--- src/hw/scu_defines.svh ---
`ifndef SCU_DEFINES_SVH
`define SCU_DEFINES_SVH

// ----------------------------------------------------------------------
// Register indices on the plain register port
// ----------------------------------------------------------------------
`define SCU_A_MODE 3'h0
`define SCU_A_BAUD 3'h1
`define SCU_A_CTRL 3'h2
`define SCU_A_TXD 3'h3
`define SCU_A_STAT 3'h4
`define SCU_A_RXD 3'h5

// ----------------------------------------------------------------------
// Reset values
// ----------------------------------------------------------------------
`define SCU_MODE_RST 7'h00
`define SCU_CTRL_RST 7'h00
`define SCU_BAUD_RST 8'h0F
`define SCU_STAT_RST 7'h60

// ----------------------------------------------------------------------
// Status field positions (write 0 clears)
// ----------------------------------------------------------------------
`define SCU_ST_TX_END_FLAG 1
`define SCU_ST_PERR 2
`define SCU_ST_FERR 3
`define SCU_ST_OVR 4
`define SCU_ST_FULL 5
`define SCU_ST_EMPTY 6

// ----------------------------------------------------------------------
// Bit timing in 16x sample ticks
// ----------------------------------------------------------------------
`define SCU_SAMPLE_PH 4'h7
`define SCU_LAST_PH 4'hF
`define SCU_SYNC_RISE_PH 4'h8
`define SCU_SYNC_BITS 4'h8
`define SCU_SYNC_LAST 4'h7

`endif

--- src/hw/scu_pkg.sv ---
package scu_pkg;

    // Mode register layout, bit 0 is the stop length
    typedef struct packed {
        logic ext_clk;
        logic sync_mode;
        logic char_length_bit;
        logic parity_enable_bit;
        logic parity_odd;
        logic multiproc_mode_bit;
        logic two_stop;
    } scu_mode_t;

    // Control register layout
    typedef struct packed {
        logic tx_irq_enable;
        logic rx_irq_enable;
        logic tx_enable_bit;
        logic rx_enable_bit;
        logic tx_end_irq_enable;
        logic mp_bit_tx_value;
        logic id_wait;
    } scu_ctrl_t;

    // Status register layout
    typedef struct packed {
        logic tx_empty_flag;
        logic rx_full_flag;
        logic overrun_flag;
        logic framing_err_flag;
        logic parity_err_flag;
        logic tx_end_flag;
        logic mp_bit_rx_value;
    } scu_stat_t;

    // One register port request
    typedef struct packed {
        logic wr;
        logic rd;
        logic [2:0] addr;
        logic [7:0] wdata;
    } scu_bus_t;

    // Interrupt request lines
    typedef struct packed {
        logic rx_error_irq;
        logic rx_full_irq;
        logic tx_empty_irq;
        logic tx_end_irq;
    } scu_irq_t;

    typedef enum logic [1:0] {
        SCU_TX_IDLE = 2'b00,
        SCU_TX_SEND = 2'b01
    } scu_tx_st_t;

    typedef enum logic [1:0] {
        SCU_RX_IDLE = 2'b00,
        SCU_RX_START = 2'b01,
        SCU_RX_DATA = 2'b11
    } scu_rx_st_t;

endpackage

--- src/hw/scu_top.sv ---
// Overview of operation
// - Low line starts frame after synchronisation
// - Data bits enter shift register LSB first
// - Parity checked against chosen even/odd sense
// - Only first stop bit is checked high
// - Clean frame loads data, sets full flag
// - Finish while full sets overrun, data kept
// - Low stop sets framing error, data copied
// - Parity mismatch sets error, data copied
// - Errors block full flag and further reception
// - Full flag with enable raises receive request
// - Error flags with enable raise error request
// - Extra bit one marks ID, zero data
// - Multiprocessor receiver skips until ID frame
// - Four multiprocessor formats, parity enable ignored
// - Start, data LSB first, extra bit, stops
// - Pending data loads, empty set, sending starts
// - Frame end reloads or sets end flag
// - Sync: drive on falling, capture on rising
// - Sync: LSB to MSB, line holds MSB
// - Sync: eight data bits, no extra bit
// - Sample at eighth of sixteen ticks
// - Mode bits select twelve asynchronous formats
// - Transmit disable empties; receive disable keeps flags
//
// Added by the designer: the address-and-strobe port and the address map.
`timescale 1ns/1ps
`include "scu_defines.svh"

module scu_top (
    input wire logic sys_clk,
    input wire logic nrst,
    input scu_pkg::scu_bus_t bus,
    output logic [7:0] rd_data_r,
    input wire logic rxd_pin,
    output logic txd_r,
    input wire logic sck_in,
    output logic sck_out_r,
    output logic sck_oe_r,
    output scu_pkg::scu_irq_t irq_r
);

    // ------------------------------------------------------------------
    // Registers and pin synchronisers
    // ------------------------------------------------------------------
    scu_pkg::scu_mode_t serial_mode_reg;
    scu_pkg::scu_ctrl_t serial_control_reg;
    scu_pkg::scu_stat_t serial_status_reg;
    logic [7:0] baud_div_r;
    logic [7:0] baud_cnt_r;
    logic [7:0] tx_data_reg;
    logic [7:0] rx_data_reg;
    logic rxd_s1_r, rxd_s2_r, rxd_s3_r;
    logic sck_s1_r, sck_s2_r, sck_s3_r;

    // Two flops before any logic sees a pin; third stage only for edges
    always_ff @(posedge sys_clk or negedge nrst) begin
        if (!nrst) begin
            {rxd_s1_r, rxd_s2_r, rxd_s3_r} <= 3'h7;
            {sck_s1_r, sck_s2_r, sck_s3_r} <= 3'h7;
        end else begin
            {rxd_s1_r, rxd_s2_r, rxd_s3_r} <= {rxd_pin, rxd_s1_r, rxd_s2_r};
            {sck_s1_r, sck_s2_r, sck_s3_r} <= {sck_in, sck_s1_r, sck_s2_r};
        end
    end

    // ------------------------------------------------------------------
    // Bus decode
    // ------------------------------------------------------------------
    wire wr_mode = bus.wr && bus.addr == `SCU_A_MODE;
    wire wr_baud = bus.wr && bus.addr == `SCU_A_BAUD;
    wire wr_ctrl = bus.wr && bus.addr == `SCU_A_CTRL;
    wire wr_txd = bus.wr && bus.addr == `SCU_A_TXD;
    wire wr_stat = bus.wr && bus.addr == `SCU_A_STAT;
    wire [7:0] rd_mux =
        bus.addr == `SCU_A_MODE ? {1'b0, serial_mode_reg} :
        bus.addr == `SCU_A_BAUD ? baud_div_r :
        bus.addr == `SCU_A_CTRL ? {1'b0, serial_control_reg} :
        bus.addr == `SCU_A_TXD ? tx_data_reg :
        bus.addr == `SCU_A_STAT ? {1'b0, serial_status_reg} :
        bus.addr == `SCU_A_RXD ? rx_data_reg : 8'h00;
    // Status flags are cleared by writing 0; writing 1 leaves them
    wire clr_end = wr_stat && !bus.wdata[`SCU_ST_TX_END_FLAG];
    wire clr_perr = wr_stat && !bus.wdata[`SCU_ST_PERR];
    wire clr_ferr = wr_stat && !bus.wdata[`SCU_ST_FERR];
    wire clr_ovr = wr_stat && !bus.wdata[`SCU_ST_OVR];
    wire clr_full = wr_stat && !bus.wdata[`SCU_ST_FULL];
    wire clr_empty = wr_txd || (wr_stat && !bus.wdata[`SCU_ST_EMPTY]);

    // ------------------------------------------------------------------
    // Clock source: 16x tick, serial clock edges
    // ------------------------------------------------------------------
    scu_pkg::scu_tx_st_t tx_st_r;
    scu_pkg::scu_rx_st_t rx_st_r;
    logic [3:0] sph_r;
    logic sck_hold;
    wire err_any = serial_status_reg.overrun_flag |
                   serial_status_reg.framing_err_flag |
                   serial_status_reg.parity_err_flag;
    wire sck_rise = sck_s2_r && !sck_s3_r;
    wire sck_fall = !sck_s2_r && sck_s3_r;
    wire int_tick = baud_cnt_r == 8'h00;
    wire tick = serial_mode_reg.ext_clk ? sck_rise : int_tick;
    wire tx_pending = serial_control_reg.tx_enable_bit &&
                      !serial_status_reg.tx_empty_flag;
    // Internal sync clock runs while there is work; stops on error
    wire sync_run = serial_mode_reg.sync_mode && !err_any &&
        (tx_st_r != scu_pkg::SCU_TX_IDLE || tx_pending ||
         serial_control_reg.rx_enable_bit);
    wire ser_fall = serial_mode_reg.ext_clk ? sck_fall :
                    (sync_run && int_tick && sph_r == 4'h0);
    wire ser_rise = serial_mode_reg.ext_clk ? sck_rise :
                    (sync_run && int_tick && sph_r == `SCU_SYNC_RISE_PH);

    // Baud divider and sync clock phase; clock idles high
    always_ff @(posedge sys_clk or negedge nrst) begin
        if (!nrst) begin
            baud_cnt_r <= 8'h00;
            sph_r <= 4'h0;
            sck_out_r <= 1'b1;
            sck_oe_r <= 1'b0;
        end else begin
            baud_cnt_r <= int_tick ? baud_div_r : baud_cnt_r - 8'h01;
            sph_r <= !sync_run ? 4'h0 : sph_r + {3'h0, int_tick};
            sck_out_r <= !(sync_run && !sck_hold &&
                           sph_r < `SCU_SYNC_RISE_PH);
            sck_oe_r <= serial_mode_reg.sync_mode &&
                        !serial_mode_reg.ext_clk;
        end
    end

    // ------------------------------------------------------------------
    // Transmitter
    // ------------------------------------------------------------------
    logic [11:0] tsh_r;
    logic [3:0] tcnt_r;
    logic [3:0] tph_r;
    logic [11:0] frame;
    logic [3:0] flen;

    // Frame image: start, data LSB first, extra bit, stop ones
    always_comb begin
        logic [3:0] dl;
        logic extra, pbit;
        dl = serial_mode_reg.char_length_bit ? 4'h7 : 4'h8;
        extra = serial_mode_reg.parity_enable_bit |
                serial_mode_reg.multiproc_mode_bit;
        pbit = serial_mode_reg.multiproc_mode_bit ?
               serial_control_reg.mp_bit_tx_value :
               (^(tx_data_reg & {~serial_mode_reg.char_length_bit,
               7'h7F})) ^ serial_mode_reg.parity_odd;
        frame = 12'hFFF;
        frame[0] = 1'b0;
        for (int i = 0; i < 8; i++) begin
            if (4'(i) < dl) begin
                frame[i + 1] = tx_data_reg[i];
            end
        end
        if (extra) begin
            frame[dl + 4'h1] = pbit;
        end
        flen = 4'h2 + dl + {3'h0, extra} +
               {3'h0, serial_mode_reg.two_stop};
        if (serial_mode_reg.sync_mode) begin
            frame = {4'hF, tx_data_reg};
            flen = `SCU_SYNC_BITS;
        end
    end

    wire tx_bit_end = serial_mode_reg.sync_mode ? ser_fall :
                      (tick && tph_r == `SCU_LAST_PH);
    wire tx_last = tx_st_r == scu_pkg::SCU_TX_SEND && tx_bit_end &&
                   tcnt_r == 4'h0;
    wire tx_start_ok = serial_mode_reg.sync_mode ? ser_fall : 1'b1;
    wire tx_load = tx_pending && !err_any &&
        ((tx_st_r == scu_pkg::SCU_TX_IDLE && tx_start_ok) || tx_last);
    wire tx_done = tx_last && !tx_load;
    // With receive off, the fall that ends a frame stays off the pin, else a ninth pulse
    assign sck_hold = tx_done && !serial_control_reg.rx_enable_bit;

    // Shift out one bit per period; in sync mode the line keeps MSB
    always_ff @(posedge sys_clk or negedge nrst) begin
        if (!nrst) begin
            tx_st_r <= scu_pkg::SCU_TX_IDLE;
            tsh_r <= 12'hFFF;
            tcnt_r <= 4'h0;
            tph_r <= 4'h0;
            txd_r <= 1'b1;
        end else if (!serial_control_reg.tx_enable_bit) begin
            tx_st_r <= scu_pkg::SCU_TX_IDLE;
            tsh_r <= 12'hFFF;
            tcnt_r <= 4'h0;
            tph_r <= 4'h0;
            txd_r <= 1'b1;
        end else if (tx_load) begin
            tx_st_r <= scu_pkg::SCU_TX_SEND;
            txd_r <= frame[0];
            tsh_r <= {1'b1, frame[11:1]};
            tcnt_r <= flen - 4'h1;
            tph_r <= 4'h0;
        end else if (tx_done) begin
            tx_st_r <= scu_pkg::SCU_TX_IDLE;
        end else if (tx_st_r == scu_pkg::SCU_TX_SEND) begin
            tph_r <= tph_r + {3'h0, tick};
            if (tx_bit_end) begin
                txd_r <= tsh_r[0];
                tsh_r <= {1'b1, tsh_r[11:1]};
                tcnt_r <= tcnt_r - 4'h1;
            end
        end
    end

    // ------------------------------------------------------------------
    // Receiver
    // ------------------------------------------------------------------
    logic [9:0] rf_r;
    logic [3:0] ridx_r;
    logic [3:0] rph_r;
    wire [3:0] rx_dl = serial_mode_reg.sync_mode ? 4'h8 :
                       (serial_mode_reg.char_length_bit ? 4'h7 : 4'h8);
    wire rx_extra = !serial_mode_reg.sync_mode &&
        (serial_mode_reg.parity_enable_bit |
         serial_mode_reg.multiproc_mode_bit);
    wire [3:0] rx_last_idx = serial_mode_reg.sync_mode ?
                             `SCU_SYNC_LAST : rx_dl + {3'h0, rx_extra};
    wire rx_may = serial_control_reg.rx_enable_bit && !err_any;
    wire rx_fall_seen = rxd_s3_r && !rxd_s2_r;
    wire rx_capture = rx_st_r == scu_pkg::SCU_RX_DATA &&
        (serial_mode_reg.sync_mode ? ser_rise :
         (tick && rph_r == `SCU_LAST_PH));
    wire rx_fin = rx_capture && ridx_r == rx_last_idx;

    // Frame as it stands with the bit being captured now
    logic [9:0] rf_new;
    always_comb begin
        rf_new = rf_r;
        rf_new[ridx_r] = rxd_s2_r;
    end

    wire [7:0] fin_data = rx_dl == 4'h7 ? {1'b0, rf_new[6:0]} :
                          rf_new[7:0];
    wire fin_xbit = rf_new[rx_dl];
    wire fin_stop = serial_mode_reg.sync_mode || rxd_s2_r;
    wire fin_perr = !serial_mode_reg.sync_mode &&
        serial_mode_reg.parity_enable_bit &&
        !serial_mode_reg.multiproc_mode_bit &&
        ((^fin_data) ^ fin_xbit) != serial_mode_reg.parity_odd;
    wire fin_skip = !serial_mode_reg.sync_mode &&
        serial_mode_reg.multiproc_mode_bit &&
        serial_control_reg.id_wait && !fin_xbit;
    wire fin_use = rx_fin && !fin_skip;
    wire set_ovr = fin_use && serial_status_reg.rx_full_flag;
    wire set_ferr = fin_use && !set_ovr && !fin_stop;
    wire set_perr = fin_use && !set_ovr && fin_perr;
    wire set_full = fin_use && !set_ovr && !set_ferr && !set_perr;
    wire rdr_load = fin_use && !set_ovr;
    wire id_seen = fin_use && !serial_mode_reg.sync_mode &&
                   serial_mode_reg.multiproc_mode_bit && fin_xbit;

    // Start detect, centre check, then one sample per bit
    always_ff @(posedge sys_clk or negedge nrst) begin
        if (!nrst) begin
            rx_st_r <= scu_pkg::SCU_RX_IDLE;
            rf_r <= 10'h000;
            ridx_r <= 4'h0;
            rph_r <= 4'h0;
        end else begin
            unique case (rx_st_r)
                scu_pkg::SCU_RX_IDLE: begin
                    rph_r <= 4'h0;
                    ridx_r <= 4'h0;
                    if (rx_may && serial_mode_reg.sync_mode) begin
                        rx_st_r <= scu_pkg::SCU_RX_DATA;
                    end else if (rx_may && rx_fall_seen) begin
                        rx_st_r <= scu_pkg::SCU_RX_START;
                    end
                end
                scu_pkg::SCU_RX_START: begin
                    rph_r <= rph_r + {3'h0, tick};
                    if (!serial_control_reg.rx_enable_bit) begin
                        rx_st_r <= scu_pkg::SCU_RX_IDLE;
                    end else if (tick && rph_r == `SCU_SAMPLE_PH) begin
                        // A high centre means a glitch, not a start
                        rx_st_r <= rxd_s2_r ? scu_pkg::SCU_RX_IDLE :
                                   scu_pkg::SCU_RX_DATA;
                        rph_r <= 4'h0;
                    end
                end
                scu_pkg::SCU_RX_DATA: begin
                    rph_r <= rph_r + {3'h0, tick};
                    if (!serial_control_reg.rx_enable_bit) begin
                        rx_st_r <= scu_pkg::SCU_RX_IDLE;
                    end else if (rx_fin) begin
                        rx_st_r <= scu_pkg::SCU_RX_IDLE;
                    end else if (rx_capture) begin
                        rf_r <= rf_new;
                        ridx_r <= ridx_r + 4'h1;
                    end
                end
            endcase
        end
    end

    // ------------------------------------------------------------------
    // Software registers; a hardware set wins over a same-cycle clear
    // ------------------------------------------------------------------
    always_ff @(posedge sys_clk or negedge nrst) begin
        if (!nrst) begin
            serial_mode_reg <= `SCU_MODE_RST;
            serial_control_reg <= `SCU_CTRL_RST;
            serial_status_reg <= `SCU_STAT_RST;
            baud_div_r <= `SCU_BAUD_RST;
            tx_data_reg <= 8'h00;
            rx_data_reg <= 8'h00;
            rd_data_r <= 8'h00;
        end else begin
            rd_data_r <= bus.rd ? rd_mux : 8'h00;
            if (wr_mode) serial_mode_reg <= bus.wdata[6:0];
            if (wr_baud) baud_div_r <= bus.wdata;
            if (wr_txd) tx_data_reg <= bus.wdata;
            if (rdr_load) rx_data_reg <= fin_data;
            if (wr_ctrl) begin
                serial_control_reg <= bus.wdata[6:0];
            end else if (id_seen) begin
                serial_control_reg.id_wait <= 1'b0;
            end
            serial_status_reg.tx_empty_flag <= tx_load ||
                !serial_control_reg.tx_enable_bit ||
                (serial_status_reg.tx_empty_flag && !clr_empty);
            serial_status_reg.tx_end_flag <= tx_done ||
                (serial_status_reg.tx_end_flag && !clr_end &&
                 !tx_load);
            serial_status_reg.rx_full_flag <= set_full ||
                (serial_status_reg.rx_full_flag && !clr_full);
            serial_status_reg.overrun_flag <= set_ovr ||
                (serial_status_reg.overrun_flag && !clr_ovr);
            serial_status_reg.framing_err_flag <= set_ferr ||
                (serial_status_reg.framing_err_flag && !clr_ferr);
            serial_status_reg.parity_err_flag <= set_perr ||
                (serial_status_reg.parity_err_flag && !clr_perr);
            if (rdr_load) serial_status_reg.mp_bit_rx_value <= fin_xbit;
        end
    end

    // Level requests, each gated by its enable
    always_ff @(posedge sys_clk or negedge nrst) begin
        if (!nrst) begin
            irq_r <= '0;
        end else begin
            irq_r.rx_full_irq <= serial_control_reg.rx_irq_enable &&
                serial_status_reg.rx_full_flag;
            irq_r.rx_error_irq <= serial_control_reg.rx_irq_enable &&
                err_any;
            irq_r.tx_empty_irq <= serial_control_reg.tx_irq_enable &&
                serial_status_reg.tx_empty_flag;
            irq_r.tx_end_irq <= serial_control_reg.tx_end_irq_enable &&
                serial_status_reg.tx_end_flag;
        end
    end
endmodule

--- config.mk ---
export PLATFORM = sky130hd
export DESIGN_NAME = scu_top
export DESIGN_NICKNAME = d
export VERILOG_FILES = /design/src/hw/scu_pkg.sv /design/src/hw/scu_top.sv
export VERILOG_INCLUDE_DIRS = /design/src /design/src/hw
export SDC_FILE = /design/constraint.sdc
export NUM_CORES = 1
export LEC_CHECK = 0
export ABC_AREA = 0
export BUFFER_PORTS_ARGS = -buffer_cell sky130_fd_sc_hd__clkbuf_2
export CAP_MARGIN = 20
export CORE_AREA = 2 2 148 150
export CTS_CLUSTER_SIZE = 28
export DETAILED_ROUTE_END_ITERATION = 8
export DIE_AREA = 0 0 150 152
export GPL_ROUTABILITY_DRIVEN = 0
export PLACE_DENSITY_LB_ADDON = 0.2
export SYNTH_ARGS = -nofsm -noshare
export SYNTH_HDL_FRONTEND = slang
export SYNTH_SLANG_ARGS = --single-unit
--- constraint.sdc ---
create_clock -name sys_clk -period 4.99 [get_ports sys_clk]
set_clock_uncertainty 0.2 [all_clocks]
set_input_delay 1.497 -clock sys_clk [delete_from_list [all_inputs] [get_ports sys_clk]]
set_output_delay 1.497 -clock sys_clk [all_outputs]
set_load 0.02 [all_outputs]
# Word level (Yosys, flattened, before mapping)
# Index checks and enable logic that the tools add are counted.
# totals
regBits	120
output_inout_bits	15
in_bits	17
word_cells	312
# op_classes
muxes	78
n_bitwise	8
n_addsub	12
n_reduce_logical	127
n_lt_le_gt_ge	14
eq_ne	25
# op_table
op	count
2-to-1 mux 12 bit	7
2-to-1 mux 4 bit	19
2-to-1 mux 8 bit	9
logical AND 1 bit	68
zero test 1 bit	31
2-to-1 mux 1 bit	25
adder 4 x 1 -> 4 bit	6
2-to-1 mux 2 bit	10
< comparator 3 x 4 -> 1 bit, first input constant	4
parity 8 bit	2
< comparator 4 x 5 -> 1 bit, second input constant	3
bitwise mux 12 bit	1
equality test 4 bit, second input constant	3
logical OR 1 bit	12
inequality test 3 bit, second input constant	4
case mux 4 bit (3 select lines)	1
bitwise mux 10 bit	1
inequality test 3 x 1 -> 1 bit, second input constant	3
adder 4 x 1 -> 4 bit, second input constant	2
AND 8 bit	1
demux 1 bit (select 4 bit)	2
equality test 4 x 3 -> 1 bit, second input constant	2
greater-or-equal comparator 4 x 1 -> 1 bit, second input constant	2
zero test 4 bit	2
27 further kinds	44

# Longest topological paths before layout
# logic_depth
word_depth	20
mapped_depth	13

# Worst setup path after synthesis
# Ideal clock, no wire load.
# synth_timing
path_type	flip-flop to flip-flop
from	reg serial_mode_reg[5] (netlist name)
to	reg rx_data_reg[0]
arrival_ns	3.170
required_ns	4.665
setup_time_ns	0.125
path_stages_with_launch	13
setup_slack_ns	1.495
period_less_slack_ns	3.495
path_buffers	3
cell_sequence	dfrtp_1 > buf_1 > buf_1 > nor2_1 > inv_1 > ha_1 > or4b_2 > o22ai_1 > nand2_1 > a2111oi_2 > and2_1 > buf_4 > mux2_2
# synth_between
elab_chain_len	12
elab_cells_between_ends	25
classes_between	add/sub (1); eq/ne (1); mux (6); reduce/logical (17)
# synth_lines
item	line_no	source
from (decl)	scu_top.sv:46	scu_pkg::scu_mode_t serial_mode_reg;
from (signal assigned)	scu_top.sv:309	serial_mode_reg <= `SCU_MODE_RST;
from (signal assigned)	scu_top.sv:318	if (wr_mode) serial_mode_reg <= bus.wdata[6:0];
branches (longest 8 deep; another with adder 4 x 1 -> 4 bit)	-	
logical AND 1 bit (*)	scu_top.sv:251	wire fin_use = rx_fin && !fin_skip;
logical AND 1 bit	scu_top.sv:252	wire set_ovr = fin_use && serial_status_reg.rx_full_flag;
zero test 1 bit	scu_top.sv:256	wire rdr_load = fin_use && !set_ovr;
logical AND 1 bit (*)	scu_top.sv:256	
to (signal assigned)	scu_top.sv:321	if (rdr_load) rx_data_reg <= fin_data;
to (decl)	scu_top.sv:52	logic [7:0] rx_data_reg;
# Every way passes the cells marked *. The select of a mux whose other input is x is not followed.
# A chain may end at the register's enable or synchronous reset.

# Worst setup path in the final report
# layout_timing
from	reg baud_cnt_r[0]
to	reg ridx_r[1]
# layout_between
elab_chain_len	9
elab_cells_between_ends	12
classes_between	eq/ne (2); mux (3); reduce/logical (7)
# layout_lines
item	line_no	source
from (decl)	scu_top.sv:50	logic [7:0] baud_cnt_r;
from (signal assigned)	scu_top.sv:123	baud_cnt_r <= int_tick ? baud_div_r : baud_cnt_r - 8'h01;
zero test 8 bit (*)	scu_top.sv:102	wire int_tick = baud_cnt_r == 8'h00;
logical AND 1 bit	scu_top.sv:113	(sync_run && int_tick && sph_r == `SCU_SYNC_RISE_PH);
logical AND 1 bit (no source line)	-	
2-to-1 mux 1 bit	scu_top.sv:112	wire ser_rise = serial_mode_reg.ext_clk ? sck_rise :
2-to-1 mux 1 bit (*)	scu_top.sv:229	(serial_mode_reg.sync_mode ? ser_rise :
logical AND 1 bit (*)	scu_top.sv:228	wire rx_capture = rx_st_r == scu_pkg::SCU_RX_DATA &&
logical AND 1 bit	scu_top.sv:231	wire rx_fin = rx_capture && ridx_r == rx_last_idx;
inequality test 2 bit (no source line)	-	
AND reduction 4 bit (no source line) (*)	-	
to (signal assigned)	scu_top.sv:297	ridx_r <= ridx_r + 4'h1;
to (decl)	scu_top.sv:217	logic [3:0] ridx_r;
# Every way passes the cells marked *; elsewhere a longest branch is shown, timed or not.

==> results.py <==
metrics = {
    "route": {
        "wire_per_inst_um": 17.1,
        "drt_pass1_iterations": 6,
        "drc_errors": 0,
        "routed-via-count": 4462,
        "detail-route-antenna-nets": 0,
        "wl_um": 15300,
        "viasPerCell": 5.01,
        "drt_iter0_drc": 254,
    },
    "grt": {
        "grt_pass1_wl_um": 25700,
        "gr-total-overflow": 0,
        "grt_pass1_vias": 4639,
        "antenna_found_initial": 0,
        "grtUsageTotal": 0.146,
        "grt_max_degree": 65,
    },
    "min_path": {
        "hold_class": "reg2reg",
        "hold_depth": 0,
        "min-delay-start": "rxd_s1_r$_DFF_PN1_",
        "hold_end": "rxd_s2_r$_DFF_PN1_",
    },
    "setup_path": {
        "cp_common_cell": "or4b_1",
        "path_max_fanout": 16,
        "critical_path_buf_inv_count": 1,
        "worstSetupStartpointType": "register",
        "path_class": "reg2reg",
        "cp_slowest_cell": "or4b_1",
        "critPathMaxStageDelay_ps": 850,
        "crit_family": "simple AND/OR/NAND/NOR gates",
        "endpoint_kind": "register",
        "r2r-start": "baud_cnt_r[0]$_DFF_PN0_",
        "reg2reg_slack_ps": 1230,
        "reg2reg_depth": 8,
        "cp.arrival_ps": 3860,
        "r2r_end": "ridx_r[1]$_DFFE_PN0P_",
        "crit_required_ps": 5090,
        "crit_chain": "inv_1 -> ha_1 -> or4b_1 -> nor2_4 -> a31oi_1 -> or4b_1 -> mux2_1 -> a32o_1",
    },
    "placement": {
        "dpl.hpwl_um": 10900,
        "dp_cells": 859,
        "dp_slack_ps": 1200,
        "io_buffers": 31,
    },
    "clock_network": {
        "cts_buffers": 17,
        "root_buffer": "clkbuf_16",
        "cts_hold_buf": 0,
        "cts_resized": 0,
        "clock-sinks": 115,
        "postCtsSetupBuffers": 0,
        "cts.htree.levels": 4,
        "insertion_delay_ps": 420,
        "cts_tree": "built",
        "clockBufferDepth": 2,
        "clk_pin_slew_ps": 50,
    },
    "yosys": {
        "ys.flop_type": "dfrtp_1",
        "yosys-top-cells-area": "dfrtp_1 (38%), mux2_2 (10%), dfstp_2 (10%)",
        "synth_area_um2": 6060,
        "ys_ff_latch": 115,
        "ys_warn_count": 0,
        "synth_top_cells_by_count": "dfrtp_1 (92), mux2_2 (55), nand2_1 (41)",
        "synth_edf_count": 0,
        "yosysMostFrequentCell": "dfrtp_1",
        "async_flop_share": 1.00,
        "syn_nets": 607,
        "synth_cells": 575,
        "syn_area_per_cell_um2": 10.5,
        "synth_top_area_frac": 0.380,
        "synth_top_area_cell": "dfrtp_1",
        "ys_seq_area_frac": 0.479,
        "synthDistinctLibCells": 61,
    },
    "sta": {
        "maxSlewHeadroom": 0.535,
        "rsz0062_at_grt": "false",
        "setup_slack_ps": 1230,
        "tns_ps": 0,
        "fin_crit_sh": 0.753,
        "max_freq_ghz": 0.266,
        "holdWs_ps": 155,
        "setup_viol": 0,
        "worst_slew_pin_slew_ps": 697,
        "min_period_ps": 3760,
        "maxSlewViolCount": 0,
        "hold_violations": 0,
    },
    "finish": {
        "final_nets": 630,
        "multi_input_area_um2": 2950,
        "layout-drive-gt1-share": 0.252,
        "reg_top3": "rf_r x9, tsh_r x9",
        "final-instance-count-excl-fill": 891,
        "layout.area.seq_um2": 2910,
        "num-fill-cells": 2177,
        "syn2layout_area_growth_pct": 17.8,
        "antennaDiodeCount": 0,
    },
    "die": {
        "core_um2": 21400,
        "io_pins": 32,
        "start_util": 0.284,
        "die_w_um": 150,
        "dieArea_um2": 22800,
        "die_h_um": 152,
        "num_rows": 54,
    },
    "run_status": {
        "status": "complete, no violations",
    },
    "power": {
        "p_total_mw": 3.17,
        "p_leak_nw": 3.09,
        "ir_worst_vdd_mv": 0.160,
        "p_per_area_nw_per_um2": 444,
    },
    "run": {
        "drv_cap": 0,
    },
}
## metal layers
metal  part of all wire  global-route usage  wire length, µm  vias up
met5                  0                   0                0        -
met4              0.022              0.0642              335        0
met3              0.031              0.0333              478       21
met2               0.48               0.225             7310       67
met1               0.47               0.195             7130     2254
li1                   -                   -                -     2120
## kinds of logic (layout without fill, tap and decap cells)
family                     count (synthesis)  count (layout)  share of synthesized area
buffers and inverters                     52              88                     0.0336
adders and majority gates                 15              15                     0.0322
and+or+nand+nor                          170             170                      0.145
DFF                                      115             115                      0.479
muxes                                     73              73                      0.132
xor gates and xnor gates                  24              24                     0.0415
AOI/OAI and AO/OA                        126             126                      0.136
## cell usage in the layout, fill, tap and decap left out, drive strengths merged, types with 5 or more instances in the layout
| cell type | n |
|---|---|
| ha | 14 |
| nor3 | 15 |
| a21o | 5 |
| buf | 5 |
| dfrtp | 92 |
| mux2i | 17 |
| nand2 | 41 |
| o22ai | 19 |
| a21oi | 20 |
| a31oi | 10 |
| xnor2 | 16 |
| o21ai | 31 |
| a22oi | 18 |
| or3 | 5 |
| and3 | 6 |
| and2 | 13 |
| nor2 | 40 |
| mux2 | 56 |
| nor2b | 5 |
| inv | 21 |
| nand3 | 15 |
| nand2b | 6 |
| dfstp | 23 |
| nand3b | 5 |
| clkbuf | 53 |
| xor2 | 5 |
## through the flow
| stage | instance area [µm²] | util |
|---|---|---|
| 2_1_floorplan | 6060 | - |
| 3_3_place_gp | 6490 | 0.304 |
| 4_1_cts | 7140 | 0.335 |
| 5_1_grt | 7140 | 0.335 |
| 6_report | 7140 | 0.335 |
| 3_5_place_dp | 6490 | 0.304 |
## cell type report
| cell class | count | area share |
|---|---|---|
| clock buffers | 23 | 0.0711 |
| clock inverters | 9 | 0.0207 |
| inverters | 21 | 0.0110 |
| multi-input cells | 408 | 0.413 |
| flip-flops and latches | 115 | 0.407 |
| well taps | 280 | 0.0490 |
| repair buffers | 35 | 0.0280 |
## report_power, final
group | internal (mW) | total (mW) | switching (mW)
sequential | 1.07 | 1.23 | 0.160
combinational | 0.270 | 0.606 | 0.336
clock | 0.911 | 1.34 | 0.428
## how the worst max path moves through the flow
stage	start	to	slack (ps)	depth (start not counted)
after global placement	bus[8]	baud_div_r[7]$_DFFE_PN0P_	1280	5
after detailed placement	bus[8]	baud_div_r[7]$_DFFE_PN0P_	1200	5
after floorplan	serial_mode_reg[5]$_DFFE_PN0P_	rx_data_reg[0]$_DFFE_PN0P_	1500	12
after global routing	serial_mode_reg[1]$_DFFE_PN0P_	rx_data_reg[4]$_DFFE_PN0P_	900	10
after CTS	baud_cnt_r[0]$_DFF_PN0_	ridx_r[1]$_DFFE_PN0P_	1220	8
final	baud_cnt_r[0]$_DFF_PN0_	ridx_r[1]$_DFFE_PN0P_	1230	8
(Power assumes the default switching activity.)
